## src/design/dmib_pkg.sv

```systemverilog
// Purpose: Shared constants for the mode information and burst order block
// Assumes: 8-bit mode register operands, addresses on an 8-bit mode address
// Notes: Reset values follow the documented defaults of the feature register
package dmib_pkg;
   localparam logic [7:0] ADDR_DEVICE_INFO_STATUS = 8'h00;
   localparam logic [7:0] ADDR_BURST_FEATURE_CFG = 8'h01;
   localparam int POS_AUTO_INIT = 0;
   localparam int POS_CLASS_INFO = 1;
   localparam int POS_INVALID_DATA = 2;
   localparam int POS_SELFTEST_LO = 3;
   localparam int POS_BL_LO = 0;
   localparam int POS_BT = 3;
   localparam int POS_WC = 4;
   localparam int POS_WR_LO = 5;
   localparam logic [2:0] BL_CODE_4 = 3'h2;
   localparam logic [2:0] BL_CODE_8 = 3'h3;
   localparam logic [2:0] BL_CODE_16 = 3'h4;
   localparam logic [2:0] WR_CODE_MIN = 3'h1;
   localparam logic [2:0] WR_CODE_MAX = 3'h6;
   localparam logic [3:0] WR_CYCLES_OFFSET = 4'h2;
   localparam logic [2:0] RST_BL = BL_CODE_4;
   localparam logic RST_BT = 1'b0;
   localparam logic RST_WC = 1'b0;
   localparam logic [2:0] RST_WR = WR_CODE_MIN;
   localparam logic [1:0] ST_NOT_SUPPORTED = 2'h0;
   localparam logic [1:0] ST_OPEN_OR_SUPPLY = 2'h1;
   localparam logic [1:0] ST_SHORT_GROUND = 2'h2;
   localparam logic [1:0] ST_PASS = 2'h3;
   localparam logic [3:0] AUTO_INIT_CYCLES = 4'hA;
   localparam logic [7:0] CAL_CYCLES = 8'h14;
   typedef enum logic [1:0] {WR_IDLE, WR_WAIT, WR_PRECHARGE} dmib_wr_state_t;
endpackage

```

## src/design/dmib_top.sv

```systemverilog
// Purpose: Device-side mode information register, burst feature register,
//          write-recovery timer and column burst ordering
// Assumes: Mode commands arrive decoded and synchronous to CLK; pin levels
//          for the calibration self-test come from outside and are resynced
// Notes: One column address per cycle while a burst runs
//        Only one auto-precharge timer; a second write burst ending while
//        it still counts is not tracked, so the controller spaces them apart
//        The self-test field holds a fault until reset, so a fault found once
//        keeps calibration locked out even after the pin is repaired
//        Reserved burst length codes run as four beats
// Overview of operation
// RQ1: Self-test field bits 4:3, 00 unsupported
// RQ2: Field 01 open/supply, 10 shorted to ground
// RQ3: Field 11 after clean self-test with resistor
// RQ4: Update field when init calibration finishes
// RQ5: On fault use factory trim, ignore calibration
// RQ6: Bit 2 reads zero, no invalid-data info
// RQ7: Burst length code 2/3/4 for 4/8/16
// RQ8: Bit 3 burst type, bit 4 wrap
// RQ9: Write recovery codes 1..6 give 3..8
// RQ10: Wait write recovery before auto precharge
// RQ11: Controller rounds recovery time up to cycles
// RQ12: Four-beat wrap halves swap; no-wrap increments
// RQ13: Eight-beat sequential wraps modulo eight
// RQ14: Eight-beat interleaved XORs; controller avoids no-wrap
// RQ15: Column bit 0 always taken as zero
// RQ16: Controller writes reserved bits as zero
// RQ17: Writes to read-only register change nothing
// RQ18: Bit 0 high while auto-init runs
`timescale 1ns/10ps
module dmib_top (
   input wire logic CLK,
   input wire logic SRST,
   input wire logic CE,
   input wire logic MODE_WR,
   input wire logic MODE_RD,
   input wire logic [7:0] MODE_ADDR,
   input wire logic [7:0] MODE_WDATA,
   input wire logic CAL_INIT_CMD,
   input wire logic CAL_CMD,
   input wire logic SELFTEST_EN,
   input wire logic PIN_OPEN_OR_SUPPLY,
   input wire logic PIN_SHORT_GROUND,
   input wire logic BURST_START,
   input wire logic [11:0] BURST_COL,
   input wire logic BURST_WRITE_AP,
   output logic [7:0] MODE_RDATA,
   output logic MODE_RVALID,
   output logic CAL_BUSY,
   output logic FACTORY_TRIM,
   output logic BURST_ACTIVE,
   output logic [11:0] COL_OUT,
   output logic PRECHARGE_START,
   output logic [2:0] BURST_LENGTH_SEL,
   output logic [3:0] WRITE_RECOVERY_CYCLES
);
   // Feature register fields, held as written, and the self-test info field
   logic [2:0] burst_length_sel_r;
   logic burst_order_type_r;
   logic wrap_control_sel_r;
   logic [2:0] write_recovery_code_r;
   logic [1:0] cal_pin_selftest_info_r;

   // Status and calibration state
   logic [3:0] auto_init_cnt_r;
   logic auto_init_flag_r;
   logic [7:0] cal_cnt_r;
   logic cal_busy_r;
   logic cal_is_init_r;

   // Pin level resynchronisers
   logic [2:0] open_sync_r;
   logic [2:0] short_sync_r;
   logic open_stable_r;
   logic short_stable_r;

   // Burst sequencer and recovery timer
   logic [11:0] base_col_r;
   logic [3:0] beat_r;
   logic [3:0] beats_m1_r;
   logic order_int_r;
   logic nowrap_r;
   logic is_wr_ap_r;
   logic [3:0] wr_cnt_r;
   dmib_pkg::dmib_wr_state_t wr_state_r;

   // Combinational helpers
   logic [3:0] wr_cycles;
   logic [3:0] beats_m1_nxt;
   logic [11:0] col_nxt;
   logic [7:0] info_byte;
   logic fault;

   // Reserved codes fall back to the minimum recovery so the timer never stalls
   always_comb begin
      if (write_recovery_code_r >= dmib_pkg::WR_CODE_MIN && write_recovery_code_r <= dmib_pkg::WR_CODE_MAX) begin
         wr_cycles = {1'b0, write_recovery_code_r} + dmib_pkg::WR_CYCLES_OFFSET; // [RQ9]
      end else begin
         wr_cycles = {1'b0, dmib_pkg::WR_CODE_MIN} + dmib_pkg::WR_CYCLES_OFFSET;
      end
   end

   // Reserved length codes fall back to four beats
   always_comb begin
      case (burst_length_sel_r) // [RQ7]
         dmib_pkg::BL_CODE_8: beats_m1_nxt = 4'h7;
         dmib_pkg::BL_CODE_16: beats_m1_nxt = 4'hF;
         default: beats_m1_nxt = 4'h3;
      endcase
   end

   assign fault = (cal_pin_selftest_info_r == dmib_pkg::ST_OPEN_OR_SUPPLY) ||
                  (cal_pin_selftest_info_r == dmib_pkg::ST_SHORT_GROUND);

   // Class bit reads zero: this part has no nonvolatile array
   always_comb begin
      info_byte = 8'h00;
      info_byte[dmib_pkg::POS_AUTO_INIT] = auto_init_flag_r; // [RQ18]
      info_byte[dmib_pkg::POS_CLASS_INFO] = 1'b0;
      info_byte[dmib_pkg::POS_INVALID_DATA] = 1'b0; // [RQ6]
      info_byte[dmib_pkg::POS_SELFTEST_LO +: 2] = cal_pin_selftest_info_r; // [RQ1]
   end

   // Mode register write: only the feature register stores anything
   always_ff @(posedge CLK) begin
      if (SRST) begin
         burst_length_sel_r <= dmib_pkg::RST_BL;
         burst_order_type_r <= dmib_pkg::RST_BT;
         wrap_control_sel_r <= dmib_pkg::RST_WC;
         write_recovery_code_r <= dmib_pkg::RST_WR;
      end else if (CE && MODE_WR && MODE_ADDR == dmib_pkg::ADDR_BURST_FEATURE_CFG) begin // [RQ17]
         burst_length_sel_r <= MODE_WDATA[dmib_pkg::POS_BL_LO +: 3]; // [RQ7]
         burst_order_type_r <= MODE_WDATA[dmib_pkg::POS_BT]; // [RQ8]
         wrap_control_sel_r <= MODE_WDATA[dmib_pkg::POS_WC]; // [RQ8]
         write_recovery_code_r <= MODE_WDATA[dmib_pkg::POS_WR_LO +: 3]; // [RQ9]
      end
   end

   // Feature register is write-only, so reads return zero except the info register
   always_ff @(posedge CLK) begin
      if (SRST) begin
         MODE_RDATA <= 8'h00;
         MODE_RVALID <= 1'b0;
      end else if (CE) begin
         MODE_RVALID <= MODE_RD;
         if (MODE_RD && MODE_ADDR == dmib_pkg::ADDR_DEVICE_INFO_STATUS) begin
            MODE_RDATA <= info_byte;
         end else begin
            MODE_RDATA <= 8'h00;
         end
      end
   end

   // Auto-init runs once after reset; no command restarts it
   always_ff @(posedge CLK) begin
      if (SRST) begin
         auto_init_cnt_r <= dmib_pkg::AUTO_INIT_CYCLES;
         auto_init_flag_r <= 1'b1;
      end else if (CE && auto_init_flag_r) begin
         if (auto_init_cnt_r == 4'h1) begin
            auto_init_flag_r <= 1'b0; // [RQ18]
         end
         auto_init_cnt_r <= auto_init_cnt_r - 4'h1;
      end
   end

   // Pin levels settle through three stages; a change counts once two agree
   always_ff @(posedge CLK) begin
      if (SRST) begin
         open_sync_r <= 3'h0;
         short_sync_r <= 3'h0;
         open_stable_r <= 1'b0;
         short_stable_r <= 1'b0;
      end else if (CE) begin
         open_sync_r <= {open_sync_r[1:0], PIN_OPEN_OR_SUPPLY};
         short_sync_r <= {short_sync_r[1:0], PIN_SHORT_GROUND};
         if (open_sync_r[1] == open_sync_r[2]) begin
            open_stable_r <= open_sync_r[2];
         end
         if (short_sync_r[1] == short_sync_r[2]) begin
            short_stable_r <= short_sync_r[2];
         end
      end
   end

   // Calibration engine; once a fault is latched no calibration is accepted
   always_ff @(posedge CLK) begin
      if (SRST) begin
         cal_busy_r <= 1'b0;
         cal_is_init_r <= 1'b0;
         cal_cnt_r <= 8'h00;
         cal_pin_selftest_info_r <= dmib_pkg::ST_NOT_SUPPORTED;
      end else if (CE) begin
         if (!cal_busy_r && (CAL_INIT_CMD || CAL_CMD) && !fault) begin // [RQ5]
            cal_busy_r <= 1'b1;
            cal_is_init_r <= CAL_INIT_CMD;
            cal_cnt_r <= dmib_pkg::CAL_CYCLES;
         end else if (cal_busy_r) begin
            cal_cnt_r <= cal_cnt_r - 8'h01;
            if (cal_cnt_r == 8'h01) begin
               cal_busy_r <= 1'b0;
               // An ordinary calibration leaves the field as it is
               if (cal_is_init_r && SELFTEST_EN) begin // [RQ4]
                  if (open_stable_r) begin
                     cal_pin_selftest_info_r <= dmib_pkg::ST_OPEN_OR_SUPPLY; // [RQ2]
                  end else if (short_stable_r) begin
                     cal_pin_selftest_info_r <= dmib_pkg::ST_SHORT_GROUND; // [RQ2]
                  end else begin
                     cal_pin_selftest_info_r <= dmib_pkg::ST_PASS; // [RQ3]
                  end
               end
            end
         end
      end
   end

   // Registered copies keep every output straight from a flop
   always_ff @(posedge CLK) begin
      if (SRST) begin
         FACTORY_TRIM <= 1'b0;
         CAL_BUSY <= 1'b0;
         BURST_LENGTH_SEL <= dmib_pkg::RST_BL;
         WRITE_RECOVERY_CYCLES <= 4'h0;
      end else if (CE) begin
         FACTORY_TRIM <= fault; // [RQ5]
         CAL_BUSY <= cal_busy_r;
         BURST_LENGTH_SEL <= burst_length_sel_r;
         WRITE_RECOVERY_CYCLES <= wr_cycles;
      end
   end

   // Column generation: beat index XOR for interleaved, add for sequential
   always_comb begin
      col_nxt = base_col_r;
      // No-wrap adds across the whole column, so y+3 may carry upward
      if (nowrap_r) begin
         col_nxt = base_col_r + {8'h00, beat_r}; // [RQ12]
      end else if (order_int_r) begin
         col_nxt[3:0] = base_col_r[3:0] ^ (beat_r & beats_m1_r); // [RQ14]
      end else begin
         col_nxt[3:0] = (base_col_r[3:0] & ~beats_m1_r) |
                        ((base_col_r[3:0] + beat_r) & beats_m1_r); // [RQ12] [RQ13]
      end
   end

   always_ff @(posedge CLK) begin
      if (SRST) begin
         BURST_ACTIVE <= 1'b0;
         COL_OUT <= 12'h000;
         base_col_r <= 12'h000;
         beat_r <= 4'h0;
         beats_m1_r <= 4'h3;
         order_int_r <= 1'b0;
         nowrap_r <= 1'b0;
         is_wr_ap_r <= 1'b0;
      end else if (CE) begin
         if (BURST_START && !BURST_ACTIVE) begin
            BURST_ACTIVE <= 1'b1;
            base_col_r <= {BURST_COL[11:1], 1'b0}; // [RQ15]
            beat_r <= 4'h0;
            beats_m1_r <= beats_m1_nxt;
            // Four-beat order is the same for both types
            order_int_r <= burst_order_type_r && (burst_length_sel_r != dmib_pkg::BL_CODE_4); // [RQ12]
            nowrap_r <= wrap_control_sel_r; // [RQ14]
            is_wr_ap_r <= BURST_WRITE_AP;
         end else if (BURST_ACTIVE) begin
            COL_OUT <= col_nxt;
            beat_r <= beat_r + 4'h1;
            if (beat_r == beats_m1_r) begin
               BURST_ACTIVE <= 1'b0;
            end
         end
      end
   end

   // Recovery counts from the last beat; precharge is a single-cycle pulse
   always_ff @(posedge CLK) begin
      if (SRST) begin
         wr_state_r <= dmib_pkg::WR_IDLE;
         wr_cnt_r <= 4'h0;
         PRECHARGE_START <= 1'b0;
      end else if (CE) begin
         PRECHARGE_START <= 1'b0;
         case (wr_state_r)
            dmib_pkg::WR_IDLE: begin
               if (BURST_ACTIVE && is_wr_ap_r && beat_r == beats_m1_r) begin
                  wr_cnt_r <= wr_cycles; // [RQ10]
                  wr_state_r <= dmib_pkg::WR_WAIT;
               end
            end
            dmib_pkg::WR_WAIT: begin
               wr_cnt_r <= wr_cnt_r - 4'h1;
               if (wr_cnt_r == 4'h1) begin
                  wr_state_r <= dmib_pkg::WR_PRECHARGE; // [RQ10]
               end
            end
            dmib_pkg::WR_PRECHARGE: begin
               PRECHARGE_START <= 1'b1;
               wr_state_r <= dmib_pkg::WR_IDLE;
            end
            default: wr_state_r <= dmib_pkg::WR_IDLE;
         endcase
      end
   end
endmodule

```

## config.mk

```make
export PLATFORM = sky130hd
export DESIGN_NAME = dmib_top
export DESIGN_NICKNAME = d
export VERILOG_FILES = /design/src/design/dmib_pkg.sv /design/src/design/dmib_top.sv
export SDC_FILE = /design/constraint.sdc
export NUM_CORES = 1
export LEC_CHECK = 0
export BUFFER_PORTS_ARGS = -buffer_cell sky130_fd_sc_hd__buf_2
export CORE_ASPECT_RATIO = 0.7
export CORE_MARGIN = 5
export CORE_UTILIZATION = 40
export CTS_BUF_LIST = sky130_fd_sc_hd__clkbuf_8
export DETAILED_ROUTE_END_ITERATION = 10
export PLACE_DENSITY_LB_ADDON = 0.25
export REMOVE_ABC_BUFFERS = 1
export SETUP_SLACK_MARGIN = 0.05
export SLEW_MARGIN = 15
export SYNTH_ARGS = -nofsm -noshare
export SYNTH_HDL_FRONTEND = slang
export SYNTH_SLANG_ARGS = --single-unit
```

## constraint.sdc

```tcl
create_clock -name CLK -period 2.35 [get_ports CLK]
set_clock_uncertainty 0.2 [all_clocks]
set_input_delay 0.235 -clock CLK [delete_from_list [all_inputs] [get_ports CLK]]
set_output_delay 0.235 -clock CLK [all_outputs]
set_load 0.005 [all_outputs]
```

==> flow_metrics.env <==
export IMPL_clk_latency_ps=350
export IMPL_power_frac_clock=0.356
export IMPL_seqPwrFrac=0.537
export IMPL_max_freq_ghz=0.4809
export IMPL_finalPower_w=0.002905
export IMPL_cts_buffers=9
export IMPL_die_area_um2=11890
export IMPL_status="complete, no violations"
export IMPL_drt_total_wl_um=8836
export IMPL_cts_buffer_depth=2
export IMPL_drive_above_1_share=0.1872
export IMPL_firstDrtPassIters=5
export IMPL_synth_top_flop_cell="dfxtp_1"
export IMPL_p_switching_w=0.0007026
export IMPL_swShare=0.2418
export IMPL_worst_path_buf_inv=0
export IMPL_syn_inst=453
export IMPL_irDropWorstVdd_v=0.0003532
export IMPL_hp_class="input pin to register"
export IMPL_crit_family="adder cells"
export IMPL_mostFrequentLayoutCell="dfxtp_1"
export IMPL_synth_avg_cell_area_um2=8.634
export IMPL_timing_final_crit_share=0.8849
export IMPL_pin_count=72
export IMPL_drv_cap=0
export IMPL_final_core_utilization=0.4990
export IMPL_die_height_um=92.73
export IMPL_rsz0062_at_grt="false"
export IMPL_yosysSeqAreaShare=0.4402
export IMPL_antenna_found_initial=0
export IMPL_crit_type="register to register"
export IMPL_ys_types=55
export IMPL_cp_data_required_time_ps=2400
export IMPL_setup_tns_ps=0
export IMPL_cp_cell_sequence="ha_1 -> fa_1 -> a21oi_2 -> nor4b_1 -> xnor2_1 -> a211oi_1"
export IMPL_clk_pin_slew_ps=80
export IMPL_grt_overflow=0
export IMPL_grt_start_max_net_pins=35
export IMPL_clock_sinks=86
export IMPL_cp_end_kind="register"
export IMPL_diodes=0
export IMPL_vias=3374
export IMPL_wl_per_cell_um=13.13
export IMPL_cts_tree="yes"
export IMPL_vias_per_cell=5.013
export IMPL_final_area_um2=4795
export IMPL_synth_area_um2=3911
export IMPL_p_per_area_nw_per_um2=606.0
export IMPL_syn_to_final_growth_pct=22.58
export IMPL_track_usage=0.1523
export IMPL_grt_pass1_wl_um=14630
export IMPL_timing_max_transition_violations_final=0
export IMPL_drcViolationCount=0
export IMPL_hold_depth=4
export IMPL_worstRegToRegCells=6
export IMPL_internal_power_w=0.002203
export IMPL_drt_iter0_drc=134
export IMPL_final_nets=596
export IMPL_cp_data_arrival_time_ps=2130
export IMPL_setup_violations=0
export IMPL_synth_seq_cells=86
export IMPL_startpoint_type="register"
export IMPL_slowest_stage="fa_1"
export IMPL_async_reset_ff_frac=0
export IMPL_maxSlewHeadroom=0.5261
export IMPL_grt_pass1_vias=3079
export IMPL_cp_slowest_stage_delay_ps=420
export IMPL_synth_edf_count=0
export IMPL_p_leak_nw=2.007
export IMPL_dp_cells=636
export IMPL_ant_nets=0
export IMPL_root_buffer="clkbuf_8"
export IMPL_final_cell_mix="86 x dfxtp_1, 65 x buf_2, 59 x nand2_1"
export IMPL_start_util=0.4070
export IMPL_cp_depth=6
export IMPL_gp_congestion=0.7519
export IMPL_portBuffers=65
export IMPL_cts_max_level=3
export IMPL_fin_crit_ps=2080
export IMPL_combPwrFrac=0.107
export IMPL_path_max_fanout=6
export IMPL_dp_hpwl_um=6350
export IMPL_fin_cells=673
export IMPL_core_area_um2=9609
export IMPL_rows=30
export IMPL_placed_cell_area_um2=4372
export IMPL_die_w_um=128.2
export IMPL_tightest_slew_ps=707.5
export IMPL_yosys_warnings=0
export IMPL_hold_viol=0
## kinds of logic after synthesis
kind of cell / share of synthesized area
xor+xnor: 0.02687
fa+ha+maj: 0.04990
simple gates: 0.2201
mux: 0.05150
compound gates: 0.1599
buf+inv: 0.05054
flops: 0.4402
other cells: 0.0009588
## cells in the mapped netlist (7+ instances only)
master     n  area share
ha_1      14       0.045
nand3_1   15       0.019
dfxtp_1   86        0.44
xnor2_1    9       0.020
a211oi_1   9       0.017
clkbuf_1  13       0.012
nor3_1     8       0.010
a21oi_1   42       0.054
inv_1     18       0.017
mux2i_1   19       0.049
nand2_1   59       0.057
nand2b_1   7       0.011
o21ai_0    7      0.0090
nor2_1    51       0.049
## area by class of cell
| cell class | count | area (µm²) |
|---|---|---|
| Tap cell | 128 | 160.2 |
| Sequential cell | 86 | 1722 |
| Fill cell | 956 | 4815 |
| Clock buffer | 11 | 151.4 |
| Inverter | 18 | 67.56 |
| Clock inverter | 4 | 47.55 |
| Multi-Input combinational cell | 327 | 2011 |
| Timing Repair Buffer | 99 | 635.6 |
## worst paths after layout
kind | start | endpoint | slack (ps)
worst min-delay path | MODE_WDATA[1] | burst_length_sel_r[1] | 40
worst min register to register | COL_OUT[0] | COL_OUT[0] | 250
worst max register to register | beat_r[1] | COL_OUT[11] | 270
worst max-delay path | beat_r[1] | COL_OUT[11] | 270
## state kept, by name, indices dropped and copies added, names as in the netlist, 2 cells and up
name                     flops
auto_init_cnt_r              4
MODE_RDATA                   3
short_sync_r                 3
beats_m1_r                   2
BURST_LENGTH_SEL             3
base_col_r                  11
COL_OUT                     12
open_sync_r                  3
beat_r                       4
burst_length_sel_r           3
cal_pin_selftest_info_r      2
write_recovery_code_r        3
wr_cnt_r                     4
cal_cnt_r                    8
wr_state_r                   2
WRITE_RECOVERY_CYCLES        4
## per-layer routing
metal / up-vias / wire length, µm / GRT usage
li1: 1762 / - / -
met1: 1547 / 4357 / 0.2060
met2: 57 / 3949 / 0.2331
met3: 8 / 438 / 0.04669
met4: 0 / 91 / 0.04505
met5: - / 0 / 0
## metrics by stage
| stage | hold WS (ps) | worst slack (ps) |
|---|---|---|
| floorplan | 104.1 | 466.7 |
| global placement | 241.3 | 278.8 |
| detailed placement | 241.9 | 227.0 |
| CTS | 13.36 | 221.0 |
| global route | 57.77 | 110.2 |
| finish | 39.33 | 270.4 |
## power groups by stage
stage | logic (W) | registers [W] | clock network (W)
2_1_floorplan | 0.000155 | 0.00158 | 0
3_3_place_gp | 0.000278 | 0.00159 | 0
3_5_place_dp | 0.000285 | 0.00159 | 0
4_1_cts | 0.000314 | 0.00156 | 0.00108
5_1_grt | 0.000350 | 0.00157 | 0.00115
6_report | 0.000311 | 0.00156 | 0.00103
## worst min-delay path, delay by kind of cell
family                 cells  cell delay [ps]
buffers and inverters      2              130
AO/OA/AOI/OAI              1              100
AND/OR/NAND/NOR            1              100
## repair_timing
| item | 4_1_cts | 5_1_grt |
|---|---|---|
| hold endpoints to repair | 22 | 0 |
| hold buffers | 22 | 0 |
| setup buffers | 0 | 0 |
| gates resized for setup | 0 | 1 |
| setup endpoints to repair | 0 | 1 |
Note: power is estimated with default switching activity, not from simulation.
